--- config.mk ---
export PLATFORM = sky130hd
export DESIGN_NAME = adq_top
export DESIGN_NICKNAME = d
export VERILOG_FILES = /design/src/pkg/adq_pkg.sv /design/src/rtl/adq_top.sv
export SDC_FILE = /design/constraint.sdc
export NUM_CORES = 1
export LEC_CHECK = 0
export ABC_AREA = 1
export BUFFER_PORTS_ARGS = -buffer_cell sky130_fd_sc_hd__buf_4
export CAP_MARGIN = 40
export CORE_MARGIN = 2
export CORE_UTILIZATION = 57
export CTS_CLUSTER_DIAMETER = 30
export DETAILED_ROUTE_END_ITERATION = 10
export GPL_TIMING_DRIVEN = 0
export PLACE_DENSITY = 0.79
export SKIP_LAST_GASP = 1
export SLEW_MARGIN = 20
export SYNTH_ARGS = -nofsm -noshare
export SYNTH_HDL_FRONTEND = slang
export SYNTH_SLANG_ARGS = --single-unit
--- constraint.sdc ---
create_clock -name MCLK_IN -period 2.8 [get_ports MCLK_IN]
set_clock_uncertainty 0.1 [all_clocks]
set_input_delay 0.14 -clock MCLK_IN [delete_from_list [all_inputs] [get_ports MCLK_IN]]
set_output_delay 0.14 -clock MCLK_IN [all_outputs]
set_load 0.02 [all_outputs]
--- src/pkg/adq_pkg.sv ---
/*
  Constants, register map and timing tables of the converter sequencer.
  Assumes a 32-bit APB slave with byte addresses in the low 8 bits.
*/
`default_nettype none
package adq_pkg;
  // ----------------------------------------
  // Register offsets
  // ----------------------------------------
  localparam logic [7:0] OFS_MODE = 8'h00;
  localparam logic [7:0] OFS_CHAN = 8'h04;
  localparam logic [7:0] OFS_RES  = 8'h08;
  localparam logic [7:0] OFS_PFM  = 8'h0C;
  localparam logic [7:0] OFS_PFT  = 8'h10;
  localparam logic [7:0] OFS_STAT = 8'h14;
  localparam logic [7:0] OFS_PORT = 8'h18;
  // ----------------------------------------
  // Field positions and reset values
  // ----------------------------------------
  localparam int MODE_CMP_EN = 0;
  localparam int MODE_CODE   = 3;
  localparam int MODE_START  = 7;
  localparam int PFM_COND    = 6;
  localparam int PFM_EN      = 7;
  localparam int STAT_FLAG   = 0;
  localparam int STAT_BUSY   = 1;
  localparam logic [7:0] MODE_RST = 8'h00;
  localparam logic [7:0] PFT_RST  = 8'h00;
  localparam logic [9:0] SAR_MSB  = 10'h200;
  // ----------------------------------------
  // Timing tables in main clocks, indexed by time code (7 down to 0)
  // ----------------------------------------
  localparam logic [7:0][8:0] T_TOTAL  = {9'h000, 9'h060, 9'h078, 9'h090,
                                          9'h000, 9'h0C0, 9'h0F0, 9'h120};
  localparam logic [7:0][8:0] T_SAMPLE = {9'h000, 9'h00C, 9'h010, 9'h014,
                                          9'h000, 9'h018, 9'h020, 9'h028};
  localparam logic [7:0][8:0] T_DELAY  = {9'h000, 9'h00C, 9'h00E, 9'h010,
                                          9'h000, 9'h018, 9'h01C, 9'h020};
  localparam logic [7:0][8:0] T_STEP   = {9'h000, 9'h008, 9'h00A, 9'h00C,
                                          9'h000, 9'h010, 9'h014, 9'h018};
  typedef enum logic [1:0] {ST_IDLE, ST_DELAY, ST_SAMPLE, ST_CONVERT} adq_state_t;
endpackage
`default_nettype wire

--- src/rtl/adq_top.sv ---
/*
  Converter sequencer: APB registers, start delay, sampling and
  successive-approximation stepping, result store, conversion-end request.
  Assumes an external DAC/comparator pair and port pins asynchronous to MCLK_IN.
*/
`timescale 1ns/1ps
`default_nettype none
module adq_top (
  // Clock and reset
  input  wire logic        MCLK_IN,
  input  wire logic        RESETN_IN,
  // APB slave
  input  wire logic [7:0]  PADDR_IN,
  input  wire logic        PSEL_IN,
  input  wire logic        PENABLE_IN,
  input  wire logic        PWRITE_IN,
  input  wire logic [31:0] PWDATA_IN,
  output logic      [31:0] PRDATA_OUT,
  output logic             PREADY_OUT,
  output logic             PSLVERR_OUT,
  // Analog front end
  input  wire logic        COMP_IN,
  output logic      [2:0]  CHANNEL_OUT,
  output logic             SAMPLE_OUT,
  output logic             COMP_EN_OUT,
  output logic      [9:0]  DAC_OUT,
  // Shared port pins and interrupt
  input  wire logic [7:0]  PORT_PINS_IN,
  output logic             CONV_END_IRQ_OUT
);
  // ----------------------------------------
  // Bus decode
  // ----------------------------------------
  logic       wr, rd_setup, mapped, wr_mode, wr_chan;
  logic [7:0] mode_q, mode_d, pft_q;
  logic [2:0] chan_q;
  logic [9:0] res_q, trial_q;
  logic [1:0] pfm_q;
  logic       flag_q, irq_q;
  logic       comp_s1_q, comp_s2_q;
  logic [7:0] port_s1_q, port_s2_q;
  assign wr       = PSEL_IN & PENABLE_IN & PWRITE_IN;
  assign rd_setup = PSEL_IN & ~PENABLE_IN & ~PWRITE_IN;
  assign mapped   = (PADDR_IN <= adq_pkg::OFS_PORT) && (PADDR_IN[1:0] == 2'h0);
  assign wr_mode  = wr && (PADDR_IN == adq_pkg::OFS_MODE);
  assign wr_chan  = wr && (PADDR_IN == adq_pkg::OFS_CHAN);
  assign mode_d   = wr_mode ? PWDATA_IN[7:0] : mode_q;
  assign PREADY_OUT  = 1'b1;
  assign PSLVERR_OUT = PSEL_IN & PENABLE_IN & ~mapped;

  // ----------------------------------------
  // Sequencer
  // ----------------------------------------
  adq_pkg::adq_state_t state_q;
  logic [8:0] dly_q, tot_q, step_q;
  logic [3:0] bit_q;
  logic [2:0] code;
  logic       run_ok, done, conflict, eoc, pf_pass;
  assign code     = mode_q[adq_pkg::MODE_CODE +: 3];
  // Prohibited codes have zero in the table and never run
  assign run_ok   = mode_d[adq_pkg::MODE_START] &&
                    (adq_pkg::T_TOTAL[mode_d[adq_pkg::MODE_CODE +: 3]] != 9'h000);
  assign done     = (state_q == adq_pkg::ST_CONVERT) &&
                    (tot_q == adq_pkg::T_TOTAL[code] - 9'h001);
  assign conflict = wr_mode | wr_chan;
  assign eoc      = done & ~conflict;
  // Upper result bits come straight from the finished trial word
  assign pf_pass  = ~pfm_q[1] ? 1'b1 :
                    (pfm_q[0] ? (trial_q[9:2] < pft_q) : (trial_q[9:2] >= pft_q));

  always_ff @(posedge MCLK_IN) begin
    if (!RESETN_IN) begin
      state_q <= adq_pkg::ST_IDLE;
      dly_q   <= 9'h000;
      tot_q   <= 9'h000;
    end else if (!run_ok) begin
      state_q <= adq_pkg::ST_IDLE;
    end else begin
      unique case (state_q)
        adq_pkg::ST_IDLE: begin
          state_q <= adq_pkg::ST_DELAY;
          dly_q   <= 9'h000;
        end
        adq_pkg::ST_DELAY: begin
          dly_q <= dly_q + 9'h001;
          if (dly_q == adq_pkg::T_DELAY[code] - 9'h001) begin
            state_q <= adq_pkg::ST_SAMPLE;
            tot_q   <= 9'h000;
          end
        end
        adq_pkg::ST_SAMPLE, adq_pkg::ST_CONVERT: begin
          tot_q <= tot_q + 9'h001;
          // A mode or channel write restarts sampling on the new setting
          if (conflict || done) begin
            state_q <= adq_pkg::ST_SAMPLE;
            tot_q   <= 9'h000;
          end else if (state_q == adq_pkg::ST_SAMPLE &&
                       tot_q == adq_pkg::T_SAMPLE[code] - 9'h001) begin
            state_q <= adq_pkg::ST_CONVERT;
          end
        end
      endcase
    end
  end

  // ----------------------------------------
  // Successive approximation
  // ----------------------------------------
  always_ff @(posedge MCLK_IN) begin
    if (!RESETN_IN) begin
      trial_q <= adq_pkg::SAR_MSB;
      step_q  <= 9'h000;
      bit_q   <= 4'h9;
    end else if (state_q != adq_pkg::ST_CONVERT) begin
      trial_q <= adq_pkg::SAR_MSB;
      step_q  <= 9'h000;
      bit_q   <= 4'h9;
    end else if (bit_q != 4'hF) begin
      // Steps are long enough to cover the two-stage comparator sync
      if (step_q == adq_pkg::T_STEP[code] - 9'h001) begin
        step_q          <= 9'h000;
        bit_q           <= bit_q - 4'h1;
        trial_q[bit_q]  <= comp_s2_q;
        if (bit_q != 4'h0) begin
          trial_q[bit_q - 4'h1] <= 1'b1;
        end
      end else begin
        step_q <= step_q + 9'h001;
      end
    end
  end

  // ----------------------------------------
  // Result, flag and request
  // ----------------------------------------
  always_ff @(posedge MCLK_IN) begin
    if (!RESETN_IN) begin
      res_q <= 10'h000;
      irq_q <= 1'b0;
    end else begin
      irq_q <= eoc & pf_pass;
      if (eoc) begin
        res_q <= trial_q;
      end
    end
  end

  always_ff @(posedge MCLK_IN) begin
    if (!RESETN_IN) begin
      flag_q <= 1'b0;
    end else if (eoc & pf_pass) begin
      flag_q <= 1'b1;
    end else if (wr && PADDR_IN == adq_pkg::OFS_STAT && PWDATA_IN[adq_pkg::STAT_FLAG]) begin
      // Only the status write clears it; a channel write leaves it alone
      flag_q <= 1'b0;
    end
  end

  // ----------------------------------------
  // Software registers
  // ----------------------------------------
  always_ff @(posedge MCLK_IN) begin
    if (!RESETN_IN) begin
      mode_q <= adq_pkg::MODE_RST;
      chan_q <= 3'h0;
      pfm_q  <= 2'h0;
      pft_q  <= adq_pkg::PFT_RST;
    end else begin
      mode_q <= mode_d;
      if (wr_chan) begin
        chan_q <= PWDATA_IN[2:0];
      end
      if (wr && PADDR_IN == adq_pkg::OFS_PFM) begin
        pfm_q <= {PWDATA_IN[adq_pkg::PFM_EN], PWDATA_IN[adq_pkg::PFM_COND]};
      end
      if (wr && PADDR_IN == adq_pkg::OFS_PFT) begin
        pft_q <= PWDATA_IN[7:0];
      end
    end
  end

  // Read data is latched in the setup cycle, so a result stored during
  // the access cycle lands after the read has its old value
  always_ff @(posedge MCLK_IN) begin
    if (!RESETN_IN) begin
      PRDATA_OUT <= 32'h0000_0000;
    end else if (rd_setup) begin
      unique case (PADDR_IN)
        adq_pkg::OFS_MODE: PRDATA_OUT <= {24'h00_0000, mode_q};
        adq_pkg::OFS_CHAN: PRDATA_OUT <= {29'h0000_0000, chan_q};
        adq_pkg::OFS_RES:  PRDATA_OUT <= {22'h00_0000, res_q};
        adq_pkg::OFS_PFM:  PRDATA_OUT <= {24'h00_0000, pfm_q, 6'h00};
        adq_pkg::OFS_PFT:  PRDATA_OUT <= {24'h00_0000, pft_q};
        adq_pkg::OFS_STAT: PRDATA_OUT <= {30'h0000_0000, state_q != adq_pkg::ST_IDLE, flag_q};
        adq_pkg::OFS_PORT: PRDATA_OUT <= {24'h00_0000, port_s2_q};
        default:           PRDATA_OUT <= 32'h0000_0000;
      endcase
    end
  end

  // ----------------------------------------
  // Input synchronisers
  // ----------------------------------------
  always_ff @(posedge MCLK_IN) begin
    if (!RESETN_IN) begin
      comp_s1_q <= 1'b0;
      comp_s2_q <= 1'b0;
      port_s1_q <= 8'h00;
      port_s2_q <= 8'h00;
    end else begin
      comp_s1_q <= COMP_IN;
      comp_s2_q <= comp_s1_q;
      port_s1_q <= PORT_PINS_IN;
      port_s2_q <= port_s1_q;
    end
  end

  assign CHANNEL_OUT      = chan_q;
  assign SAMPLE_OUT       = (state_q == adq_pkg::ST_SAMPLE);
  assign COMP_EN_OUT      = mode_q[adq_pkg::MODE_CMP_EN];
  assign DAC_OUT          = trial_q;
  assign CONV_END_IRQ_OUT = irq_q;

  // ----------------------------------------
  // Checks
  // ----------------------------------------
  read_old_a: assert property (@(posedge MCLK_IN) disable iff (!RESETN_IN)
    rd_setup && PADDR_IN == adq_pkg::OFS_RES |=> PRDATA_OUT[9:0] == $past(res_q))
    else $error("result read did not return old value");
  write_wins_a: assert property (@(posedge MCLK_IN) disable iff (!RESETN_IN)
    done && conflict |=> res_q == $past(res_q) && !CONV_END_IRQ_OUT)
    else $error("conflicting write did not drop result");
  flag_keep_a: assert property (@(posedge MCLK_IN) disable iff (!RESETN_IN)
    flag_q && wr_chan |=> flag_q)
    else $error("channel write cleared flag");
  sample_len_a: assert property (@(posedge MCLK_IN) disable iff (!RESETN_IN)
    state_q == adq_pkg::ST_SAMPLE ##1 state_q == adq_pkg::ST_CONVERT
    |-> $past(tot_q) == adq_pkg::T_SAMPLE[code] - 9'h001)
    else $error("sampling length wrong");
  delay_len_a: assert property (@(posedge MCLK_IN) disable iff (!RESETN_IN)
    state_q == adq_pkg::ST_DELAY ##1 state_q == adq_pkg::ST_SAMPLE
    |-> $past(dly_q) == adq_pkg::T_DELAY[code] - 9'h001)
    else $error("start delay length wrong");
  bad_code_a: assert property (@(posedge MCLK_IN) disable iff (!RESETN_IN)
    !run_ok |=> state_q == adq_pkg::ST_IDLE)
    else $error("sequencer ran on prohibited code or stopped start");
  irq_store_a: assert property (@(posedge MCLK_IN) disable iff (!RESETN_IN)
    eoc && pf_pass |=> CONV_END_IRQ_OUT && flag_q && res_q == $past(trial_q) ##1 !CONV_END_IRQ_OUT)
    else $error("conversion end not stored or pulse too long");
  abort_a: assert property (@(posedge MCLK_IN) disable iff (!RESETN_IN)
    wr_mode && !PWDATA_IN[adq_pkg::MODE_START] |=> !CONV_END_IRQ_OUT && res_q == $past(res_q))
    else $error("abort produced a result");
  pf_gate_a: assert property (@(posedge MCLK_IN) disable iff (!RESETN_IN)
    CONV_END_IRQ_OUT && pfm_q == 2'h2 |-> res_q[9:2] >= pft_q)
    else $error("power-fail gate let a low result through");

  // ----------------------------------------
  // Sequencing and register checks
  // ----------------------------------------
  start_delay_a: assert property (@(posedge MCLK_IN) disable iff (!RESETN_IN)
    state_q == adq_pkg::ST_IDLE && run_ok |=> state_q == adq_pkg::ST_DELAY && dly_q == 9'h000)
    else $error("start did not enter the start delay");
  start_bit_a: assert property (@(posedge MCLK_IN) disable iff (!RESETN_IN)
    wr_mode && !PWDATA_IN[adq_pkg::MODE_START] |=> state_q == adq_pkg::ST_IDLE)
    else $error("cleared start bit left sequencer running");
  chan_follow_a: assert property (@(posedge MCLK_IN) disable iff (!RESETN_IN)
    wr_chan |=> CHANNEL_OUT == $past(PWDATA_IN[2:0]))
    else $error("channel output does not follow channel write");
  code_field_a: assert property (@(posedge MCLK_IN) disable iff (!RESETN_IN)
    wr_mode |=> code == $past(PWDATA_IN[adq_pkg::MODE_CODE +: 3]))
    else $error("time code not taken from mode write");
  comp_enable_a: assert property (@(posedge MCLK_IN) disable iff (!RESETN_IN)
    wr_mode |=> COMP_EN_OUT == $past(PWDATA_IN[adq_pkg::MODE_CMP_EN]))
    else $error("comparator enable not taken from mode write");
  total_len_a: assert property (@(posedge MCLK_IN) disable iff (!RESETN_IN)
    state_q == adq_pkg::ST_CONVERT |-> tot_q < adq_pkg::T_TOTAL[code])
    else $error("conversion ran past its total time");
  sample_window_a: assert property (@(posedge MCLK_IN) disable iff (!RESETN_IN)
    SAMPLE_OUT |-> tot_q < adq_pkg::T_SAMPLE[code])
    else $error("sampling switch closed too long");
  sar_done_a: assert property (@(posedge MCLK_IN) disable iff (!RESETN_IN)
    done |-> bit_q == 4'hF)
    else $error("conversion ended before all bits decided");
  result_hold_a: assert property (@(posedge MCLK_IN) disable iff (!RESETN_IN)
    !eoc |=> res_q == $past(res_q))
    else $error("result changed without a conversion end");
  result_store_a: assert property (@(posedge MCLK_IN) disable iff (!RESETN_IN)
    eoc |=> res_q == $past(trial_q))
    else $error("finished conversion not stored");
  irq_cause_a: assert property (@(posedge MCLK_IN) disable iff (!RESETN_IN)
    CONV_END_IRQ_OUT |-> $past(eoc))
    else $error("request without an accepted conversion end");
  pf_below_a: assert property (@(posedge MCLK_IN) disable iff (!RESETN_IN)
    CONV_END_IRQ_OUT && pfm_q == 2'h3 |-> res_q[9:2] < pft_q)
    else $error("power-fail gate let a high result through");
  flag_clear_a: assert property (@(posedge MCLK_IN) disable iff (!RESETN_IN)
    wr && PADDR_IN == adq_pkg::OFS_STAT && PWDATA_IN[adq_pkg::STAT_FLAG] && !(eoc && pf_pass) |=> !flag_q)
    else $error("status write did not clear flag");
  port_read_a: assert property (@(posedge MCLK_IN) disable iff (!RESETN_IN)
    rd_setup && PADDR_IN == adq_pkg::OFS_PORT |=> PRDATA_OUT[7:0] == $past(port_s2_q))
    else $error("port read did not return pin levels");
endmodule // adq_top
`default_nettype wire

======== Yosys cells after proc, flatten, opt, wreduce, memory -nomap -nowiden ========
Memory sizes are Yosys's and may differ from the RTL's. A register that Yosys moved wholly into a read port is not among the register bits.
Index checks and enable logic that the tools add are counted.
word-level totals
  bits in latches ......................... 0
  word-level logic and storage cells ...... 131
  memories kept ........................... 5
  output and inout bits ................... 50
  RAM bits ................................ 0
  ROM bits ................................ 360
  input port bits ......................... 54
  register bits after elaboration ......... 126
memory list
  name              depth  width  read ports  clocked after Yosys merged registers in  write ports  RTL line        source
  (name not given)  8      9      1           1                                        0            adq_top.sv:120  if (step_q == adq_pkg::T_STEP[code] - 9'h001) begin
  (name not given)  8      9      1           1                                        0            adq_top.sv:98   tot_q == adq_pkg::T_SAMPLE[code] - 9'h001) begin
  (name not given)  8      9      1           1                                        0            adq_top.sv:86   if (dly_q == adq_pkg::T_DELAY[code] - 9'h001) begin
  (name not given)  8      9      1           1                                        0            adq_top.sv:64   (tot_q == adq_pkg::T_TOTAL[code] - 9'h001);
  (name not given)  8      9      1           0                                        0            adq_top.sv:62   (adq_pkg::T_TOTAL[mode_d[adq_pkg::MODE_CODE +: 3]] != 9'h000);
cells by class
  shift operators ......................... 0
  multipliers ............................. 0
  divide/modulo/power cells ............... 0
  bitwise operators ....................... 14
  equal/unequal tests ..................... 17
  order comparisons ....................... 9
  reductions and logical operators ........ 29
  $add $sub $neg .......................... 8
  muxes and demuxes ....................... 30
operator list
  cell                 count
  $mux 9               8
  $pmux 10 s7          1
  $eq 9x9->1           4
  $pmux 9 s2           2
  $sub 9x1->9 const B  4
  $add 9x1->9 const B  3
  $eq 8x5->1 const B   3
  $eq 8x4->1 const B   2
  $logic_and 1x1->1    12
  $mux 3               4
  $bwmux 10            1
  $lt 4x5->1 const B   2
  $mux 10              1
  $or 10x10->10        1
  $reduce_bool 9->1    1
  $demux 1 s4          2
  $eq 8x3->1 const B   1
  $ge 4x1->1 const B   2
  $ge 8x8->1           1
  $le 8x5->1 const B   1
  $logic_not 8->1      1
  $lt 3x4->1 const B   2
  $lt 8x8->1           1
  $mux 8               1
  19 further kinds     46

======== Logic depth before layout (Yosys ltp) ========
Gate-level depths: netlist of run 1.
  depth in word-level cells ............... 9
  mapped depth ............................ 16
  gate-level depth less buffers ........... 16

======== Least setup slack after synthesis of run 1 ========
No wires, ideal clock.
  kind .................................... register to register
  from .................................... reg with a tool-made name
  to ...................................... reg tot_q[0]
  path slack .............................. 0.796 ns
  data required time ...................... 2.579 ns
  cell stages (with the launch flop) ...... 11
  buffers on the path ..................... 0
  clock period less this slack ............ 2.004 ns
  setup time .............................. 0.121 ns
  data arrival time ....................... 1.783 ns
  cell sequence ........................... dfxtp_1 -> inv_2 -> ha_1 -> a21oi_1 -> nand3_1 -> nor2_1 -> nand3_1 -> nand2_1 -> inv_1 -> o21ai_4 -> nor2_1
RTL lines
  element               RTL line       source
  to (signal assigned)  adq_top.sv:92  tot_q <= tot_q + 9'h001;
  to (decl)             adq_top.sv:55  logic [8:0] dly_q, tot_q, step_q;

==> metrics.txt, run 1 <==
largest cells by area after synthesis dfxtp_1, nand2_1, inv_1; RSZ-0062 raised after global routing false; CP endpoint tot_q[0]$_SDFFE_PN0P_; setup TNS 0 ps; Yosys top cell by area dfxtp_1; Hold Vio Cnt, Final 0; r2r setup slk 360 ps; Post-synth EDFFs 0; Crit. path cell count 13; Mapped Cells 903; Post-Syn Area 6236 um^2; CP top delay family simple AND/OR/NAND/NOR gates; Final Wtd Congestion 0.9638; DP Worst Slack 263.5 ps; global-route wire length before repair 25740 um; Clock Tree Root clkbuf_8; DR DRC count 0; CTS tree done; Area Overhead vs Synth 24.26%; top-area cell type share of the netlist area 37.88%; ys flop type dfxtp_1; Leakage 3.500 nW; total setup buffers inserted after CTS 0; fmax 410.4 MHz; WL final 15780 um; violation count after the first detailed-routing iteration 465; clock latency on the worst-skew pair 530 ps; initial antenna violation count 0; Syn Area/Cell 6.906 um^2; fin util 72.11%; port buffer count 56; Final Non-Filler Cells 1171; Core ar. 10750 um^2; Hold Crit Class in -> reg; die width 108.6 um; sequential-to-total area share from yosys stat 37.88%; vias post-DR 6104; Syn. warnings 0; Ports 104; post-DR vias/cell 5.213; post-DP HPWL 11030 um; Async SR Flop Fraction 0%; grt total ovfl 0; CTS Sinks 118; die area 11790 um^2; wire length per cell 13.47 um; CP endpoint kind register; WP buf/inv 2; TritonCTS Buffers 17; ratio of cells with drive above 1 in the final layout 14.06%; Detail Route Antenna Nets 0; Slew @ Worst Pin 612.0 ps; CP Launch Type register; Relative slew margins 58.82%; critical path type reg -> reg; worst IR drop on VDD 0.4493 mV; Max Cap Viol 0; Max Transition Viols Final 0; final net count 1097; worst endpoint required time 3110 ps; Largest stage delay, worst path 360 ps; placed cells 1120; vias in the first global route 5593; Tot GR Track Use 27.87%; largest net degree at the start of global routing 17; post-route clock period utilization 87.02%; Yosys reg bits 118; worst-path cell chain inv_2 > ha_1 > inv_1 > nor2_1 > nand3_1 > nand2_1 > nand2_1 > nor2_1 > nand4_1 > nand2_1 > nand2_1 > o21ai_4 > nor2_1; count leader, synth nand2_1; synth unique cells 39; initial core utilization 58.03%; RR Endpoint tot_q[0]$_SDFFE_PN0P_; post-route setup slack 363.4 ps; arrival time worst endpoint 2750 ps; most frequent CP cell nand2_1; pwr dens 543.7 nW/um^2; CP max stage cell dfxtp_2; Tmin final 2437 ps; Setup violations, final 0; H-tree depth 4; FP Rows 38; Die H 108.6 um; ant diodes 0; hold_ws 7.586 ps; DRT Pass-1 Iters 5; Crit Path Max Fanout 12; R2R cell count 13; Commonest cells post-synth nand2_1, dfxtp_1, inv_1; CTS Buffer Depth 2; Clock transition at path regs 60 ps; status complete, no violations
## stage by stage
| stage | total power [W] | instance area [um^2] |
|---|---|---|
| after floorplan | 0.001830 | 6315 |
| after global placement | 0.001885 | 6910 |
| after detailed placement | 0.001886 | 6910 |
| after CTS | 0.004208 | 7737 |
| after global routing | 0.004320 | 7749 |
| final | 0.004213 | 7749 |
## final cells by class
cell class                 count  area (um^2)
inverter                     120        450.4
buffer                        43        265.3
multi-input combinational    643         3247
tap                          140        175.2
clock inverter                13        195.2
fill                         869         2997
timing repair buffer          75        610.6
sequential                   118         2364
clock buffer                  19        441.7
## worst register-to-register path, stage by stage (launching register included)
cell	delay, ps
dfxtp_2	360
inv_2	180
ha_1	250
inv_1	90
nor2_1	160
nand3_1	90
nand2_1	70
nand2_1	40
nor2_1	160
nand4_1	110
nand2_1	160
nand2_1	170
o21ai_4	300
nor2_1	90
## layout by cell type, fill, tap and decap left out, types with 3 or more instances in the layout
master         Yosys  final
nand2_1          221    221
dfxtp_1          118    117
inv_1            111    111
nor2_1            94     94
buf_4             26     82
nand3_1           59     58
a21oi_1           56     56
o21ai_0           54     54
ha_1              25     25
conb_1             2     23
nand4_1           19     19
xor2_1            19     19
dlygate4sd3_1      0     19
nor3_1            17     17
clkbuf_16          0     16
clkbuf_1          12     12
xnor2_1            7      7
nor2_2             7      6
inv_2              6      6
buf_2              5      5
nor4_1             5      5
o211ai_1           5      5
nor3b_1            4      4
o221ai_1           4      4
bufinv_16          0      4
clkinv_1           3      3
nor3_2             3      3
clkbuf_8           0      3
clkinv_4           0      3
inv_6              0      3
clkinvlp_4         0      3
## worst min path at each step
| stage | to | startpoint | cells past startpoint | slack (ps) |
|---|---|---|---|---|
| CTS | flag_q$_SDFFE_PN0P_ | PWRITE_IN | 6 | 3 |
| finish | flag_q$_SDFFE_PN0P_ | PWRITE_IN | 6 | 8 |
| global route | pfm_q[1]$_SDFFE_PN0P_ | PADDR_IN[0] | 5 | 40 |
| floorplan | comp_s1_q$_SDFF_PN0_ | COMP_IN | 2 | 140 |
| detailed placement | port_s1_q[7]$_SDFF_PN0_ | PORT_PINS_IN[7] | 3 | 220 |
| global placement | comp_s1_q$_SDFF_PN0_ | COMP_IN | 3 | 220 |
## timing repair
action	CTS	global route
hold buffers	19	0
gates resized for setup	0	3
endpoints found under the setup margin	0	13
hold endpoints to repair	32	0
## cells by family (layout without fill, tap and decap cells)
group / after synthesis / in the layout / share of synthesized area [%]
and+or+nand+nor: 437 / 437 / 30.16
adders and majority gates: 25 / 25 / 5.016
AOI/OAI and AO/OA: 132 / 132 / 11.70
buffers and inverters: 163 / 270 / 11.48
xor gates and xnor gates: 26 / 26 / 3.652
DFF: 118 / 118 / 37.88
other: 2 / 23 / 0.1204
## power breakdown
part	switching (W)	internal, W	total [W]
Sequential	0.00000357	0.00169	0.00170
Clock	0.000832	0.00150	0.00234
Combinational	0.000100	0.0000806	0.000181
## layer usage
layer	vias up	part of all wire (%)	global-route usage (%)
met5	-	0	0
met4	0	2.1	9.799
met3	31	6.6	6.691
met2	207	49	47.32
met1	2758	43	34.43
li1	3108	-	-
(Power assumes the default switching activity.)
==> run 2: changes to the inputs <==
CORE_MARGIN = 1   (was 2)
CORE_UTILIZATION = 59   (was 57)
CTS_BUF_LIST = sky130_fd_sc_hd__clkbuf_8   (was default)
PLACE_DENSITY = 0.81   (was 0.79)
==> run 2 against run 1 <==
Compared with the run above:
- clock power down 28%
- fmax fell by 5.6%
- largest cell class unchanged
- non-clock buffer count stayed put
- largest power group is now sequential cells
- the run now ends with design-rule violations left
- highest routed layer unchanged
- first-iteration DRC count fell by 11%
- combinational power about the same
- wire length shrank 5.4%
- die area is 6.9% lower
- cell area decreased by 2.9%
- hold slack improved by 90 ps
- register-to-register slack got worse by 150 ps
- total power decreased by 15%
==> metrics.txt, run 2 (synthesized netlist as in run 1, its figures left out) <==
GR Util met3 6.737% (+0.047 points); vias in the first global route 5470 (-2.2%); multi-input logic area 3237 um^2 (-0.31%); die width 104.8 um (-3.5%); Final Wtd Congestion 0.9039 (-6.2%); Detail Route Antenna Nets 0 (unchanged); Tmin final 2582 ps (+145.7 ps); status complete, but fails checks; grt met1 use 34.47% (+0.038 points); hold buffer count at cts 19 (unchanged); Die H 104.8 um (-3.5%); clock latency on the worst-skew pair 450 ps (-80 ps); ant diodes 0 (unchanged); TritonCTS Buffers 17 (unchanged); CTS tree done; DP Area 6905 um^2 (about the same); post-DP HPWL 10870 um (-1.5%); DRT Pass-1 Iters 8 (+3); Slew @ Worst Pin 643.2 ps (+31.21 ps); GR peak layer met2; total setup buffers inserted after CTS 0 (unchanged); CP endpoint kind register; Max Transition Viols Final 0 (unchanged); Largest stage delay, worst path 450 ps (+90 ps); arrival time worst endpoint 2870 ps (+120 ps); DR DRC count 2 (+2); CP max stage cell dfxtp_1; Area Overhead vs Synth 20.67%; CTS Buffer Depth 2 (unchanged); Finished Cell Area 7525 um^2 (-2.9%); most common cell after layout, fill and taps aside nand2_1; die area 10980 um^2 (-6.9%); Core ar. 10280 um^2 (-4.4%); Max Cap Viol 0 (unchanged); critical path type reg -> reg; Clock transition at path regs 70 ps (about the same); Hold Vio Cnt, Final 0 (unchanged); global-route wire length before repair 24740 um (-3.9%); violation count after the first detailed-routing iteration 415 (-11%); Tot GR Track Use 28.41% (+0.54 points); violated checks design-rule violations; most frequent CP cell nand3_1; setup TNS 0 ps (unchanged); largest net degree at the start of global routing 17 (unchanged); Fillers 848 (-2.4%); wire length per cell 12.80 um (-5.0%); pwr dens 473.7 nW/um^2 (-13%); Crit Path Max Fanout 12 (unchanged); post-DR vias/cell 5.132 (-1.5%); fmax 387.3 MHz (-5.6%); final net count 1097 (unchanged); vias post-DR 5984 (-2.0%); WL final 14920 um (-5.4%); ratio of cells with drive above 1 in the final layout 13.69% (-0.37 points); worst IR drop on VDD 0.5373 mV (+20%); FP Rows 37 (-2.6%); RSZ-0062 raised after global routing false; Register Area 2362 um^2 (about the same); Hold Crit Class in -> reg; initial core utilization 60.68% (+2.6 points); grt total ovfl 0 (unchanged); Leakage 3.417 nW (-2.4%); worst-path cell chain inv_2 > ha_1 > a21oi_1 > nand3_1 > nor2_1 > nand3_1 > nor2_2 > buf_2 > nand3_1 > nand2_1; post-route clock period utilization 92.22% (+5.2 points); worst endpoint required time 3090 ps (-20 ps); CTS Sinks 118 (unchanged); CP Launch Type register; Clock Tree Root clkbuf_8; commonest cells after routing, fill and taps aside nand2_1, dfxtp_1, inv_1, nor2_1, buf_4; initial antenna violation count 0 (unchanged); Setup violations, final 0 (unchanged); port buffer count 56 (unchanged); # resized after CTS 0 (unchanged); Relative slew margins 56.96% (-1.9 points); H-tree depth 4 (unchanged); Ports 104 (unchanged); met2 GRT Util 48.82% (+1.5 points)
-- run 2: layout make-up --
type,instances,share of cell area [%]
Clock buffer,18,3.292
Inverter,120,5.986
Clock inverter,13,2.411
Sequential cell,118,31.39
Multi-Input combinational cell,643,43.02
Tap cell,136,2.261
Buffer,43,3.525
Timing Repair Buffer,75,8.114
-- run 2: worst paths after layout --
path                                               from                       to  slack, ps  depth (start not counted)
worst min register to register  port_s1_q[0]$_SDFF_PN0_  port_s2_q[0]$_SDFF_PN0_        310                          2
worst min-delay path                          PWRITE_IN      flag_q$_SDFFE_PN0P_        100                          6
worst max register to register                 register      flag_q$_SDFFE_PN0P_        220                         10
worst max-delay path                           register      flag_q$_SDFFE_PN0P_        220                         10
-- run 2: critical path: cells and delay by family (launching register included) --
kind            cells  cell delay, ps
fa+ha+maj           1             330
buf+inv             2             430
flops               1             450
compound gates      1             150
simple gates        6            1070
-- run 2: layer usage --
layer / up-vias / wire (um)
li1: 3095 / -
met1: 2706 / 6624
met2: 146 / 7278
met3: 37 / 662
met4: 0 / 358
met5: - / 0
-- run 2: power breakdown --
| group | internal (W) | switching (W) | leakage (nW) |
|---|---|---|---|
| Sequential | 0.00169 | 0.00000368 | 0.954 |
| Combinational | 0.0000806 | 0.0000999 | 2.24 |
| Clock | 0.000986 | 0.000705 | 0.220 |
| Total | 0.00276 | 0.000808 | 3.42 |
-- run 2: metrics by stage --
step	util (%)	power, W	hold slack [ps]	setup WS (ps)	cells
3_3_place_gp	67.19	0.001883	219.1	240.9	1116
2_1_floorplan	-	0.001830	137.6	795.7	924
5_1_grt	73.22	0.003677	136.9	22.90	1166
4_1_cts	73.22	0.003570	84.64	253.9	1166
3_5_place_dp	67.19	0.001886	227.1	269.5	1116
6_report	73.22	0.003565	97.47	217.8	1166
==> run 3: changes to the inputs <==
CAP_MARGIN = 20   (was 40)
PLACE_DENSITY = 0.83   (was 0.81)
==> run 3 against run 2 <==
Compared with the run above:
- the run now ends clean
- count of clock-buffer cells in the layout down 1
- combinational power about the same
- clock power about the same
- first-iteration DRC count up 1.7%
- largest cell class unchanged
- highest routed layer unchanged
==> metrics.txt, run 3 (synthesized netlist as in run 1, its figures left out) <==
status complete, no violations; port buffer count 56 (unchanged); total setup buffers inserted after CTS 0 (unchanged); Gate power share 5.1% (about the same); CP endpoint kind register; TritonCTS Buffers 17 (unchanged); CP top delay family simple AND/OR/NAND/NOR gates; setup TNS 0 ps (unchanged); Int Pwr 0.002670 W (-3.1%); arrival time worst endpoint 2860 ps (about the same); most frequent CP cell nand3_1; post-route clock period utilization 92.16% (about the same); share of power burned in registers 47.5% (about the same); ant diodes 0 (unchanged); placed cells 1116 (unchanged); DRT Pass-1 Iters 5 (-3); GR peak layer met2; ratio of cells with drive above 1 in the final layout 13.87% (+0.18 points); pwr dens 474.0 nW/um^2 (about the same); CP max stage cell dfxtp_1; Max Cap Viol 0 (unchanged); Largest stage delay, worst path 450 ps (about the same); multi-input logic area 3237 um^2 (unchanged); RSZ-0062 raised after global routing false; P_sw 0.0008936 W (+11%); Detail Route Antenna Nets 0 (unchanged); post-DR vias/cell 5.211 (+1.5%); Slew @ Worst Pin 653.5 ps (+10.29 ps); worst endpoint required time 3080 ps (about the same); hold buffer count at cts 19 (unchanged); WL final 15210 um (+1.9%); vias post-DR 6081 (+1.6%); Tot GR Track Use 28.32% (-0.082 points); clock latency on the worst-skew pair 440 ps (about the same); Area Overhead vs Synth 20.57% (about the same); fmax 387.5 MHz (about the same); final net count 1097 (unchanged); met2 GRT Util 49.86% (+1.0 points); Final Non-Filler Cells 1167 (+0.086%); Leakage 3.406 nW (-0.33%); commonest cells after routing, fill and taps aside nand2_1, dfxtp_1, inv_1, nor2_1, buf_4; CTS Sinks 118 (unchanged); Crit Path Max Fanout 12 (unchanged); Relative slew margins 56.03% (-0.93 points); critical path type reg -> reg; Die H 104.8 um (unchanged); FP Rows 37 (unchanged); largest net degree at the start of global routing 17 (unchanged); CP Launch Type register; WP buf/inv 3 (+1); Hold Crit Depth 6 (unchanged); Sw Ratio 25.08% (+2.4 points); hold wc startpoint PWRITE_IN; Fillers 807 (-4.8%); Clock Tree Root clkbuf_8; grt total ovfl 0 (unchanged); worst IR drop on VDD 0.4487 mV (-16%); die width 104.8 um (unchanged); GR Util met3 6.114% (-0.62 points); vias in the first global route 5517 (+0.86%); CTS Buffer Depth 2 (unchanged); R2R cell count 10 (unchanged); post-DP HPWL 11030 um (+1.5%); worst-path cell chain inv_2 > ha_1 > a21oi_1 > nand3_1 > nor2_1 > nand3_1 > nor2_2 > buf_2 > nand3_1 > inv_1; RR Endpoint CONV_END_IRQ_OUT$_SDFF_PN0_; Hold Vio Cnt, Final 0 (unchanged); violation count after the first detailed-routing iteration 422 (+1.7%); Hold EP flag_q$_SDFFE_PN0P_; initial antenna violation count 0 (unchanged); Ports 104 (unchanged); Clock power frac 47.4% (about the same); r2r setup slk 220 ps (about the same); Final Wtd Congestion 0.9473 (+4.8%); most common cell after layout, fill and taps aside nand2_1; global-route wire length before repair 24800 um (+0.22%); Register Area 2362 um^2 (unchanged); initial core utilization 60.68% (unchanged); DR DRC count 0 (-2); wire length per cell 13.03 um (+1.8%); Hold Crit Class in -> reg; Setup violations, final 0 (unchanged); Max Transition Viols Final 0 (unchanged); Tmin final 2581 ps (-1.666 ps); die area 10980 um^2 (unchanged); # resized after CTS 0 (unchanged); CTS tree done; grt met1 use 33.88% (-0.59 points); H-tree depth 4 (unchanged); Clock transition at path regs 80 ps (about the same); Core ar. 10280 um^2 (unchanged)
[run 3: power by group through the flow]
stage	registers [W]	logic, W	clock network (W)
5_1_grt	0.00169	0.000194	0.00178
6_report	0.00169	0.000181	0.00169
4_1_cts	0.00169	0.000176	0.00170
3_5_place_dp	0.00173	0.000154	0
3_3_place_gp	0.00173	0.000152	0
2_1_floorplan	0.00173	0.0000995	0
[run 3: routing by layer]
metal,wire length (um),share of wire (%)
met1,6496,43
met2,7476,49
met3,906,6.0
met4,331,2.2
met5,0,0
[run 3: how the worst max path moves through the flow]
stage,startpoint,endpoint,cells after the start,slack [ps]
3_5_place_dp,register,flag_q$_SDFFE_PN0P_,10,280
2_1_floorplan,register,tot_q[0]$_SDFFE_PN0P_,10,800
6_report,register,CONV_END_IRQ_OUT$_SDFF_PN0_,10,220
4_1_cts,register,CONV_END_IRQ_OUT$_SDFF_PN0_,10,270
5_1_grt,register,CONV_END_IRQ_OUT$_SDFF_PN0_,10,80
3_3_place_gp,register,flag_q$_SDFFE_PN0P_,10,270
[run 3: worst min-delay path, stage by stage]
cell and delay, ps:
buf_4 110, inv_1 60, nor2_2 70, nand4_1 100, nand3_1 70, nand2_1 60
[run 3: layout make-up]
type                            count  area share (%)
Tap cell                          136           2.263
Buffer                             43           3.528
Clock inverter                     15           2.513
Inverter                          120           5.991
Timing Repair Buffer               75           8.121
Sequential cell                   118           31.42
Clock buffer                       17           3.112
Multi-Input combinational cell    643           43.05
[run 3: metrics by stage]
step | instance area [um^2] | worst slack [ps] | hold WS (ps) | util (%) | total power, W
3_3_place_gp | 6905 | 270.6 | 219.0 | 67.19 | 0.001883
4_1_cts | 7518 | 265.3 | 95.79 | 73.16 | 0.003565
3_5_place_dp | 6905 | 279.6 | 226.2 | 67.19 | 0.001886
5_1_grt | 7518 | 79.30 | 127.9 | 73.16 | 0.003668
6_report | 7518 | 219.4 | 101.8 | 73.16 | 0.003563
2_1_floorplan | 6315 | 795.7 | 137.6 | - | 0.001830
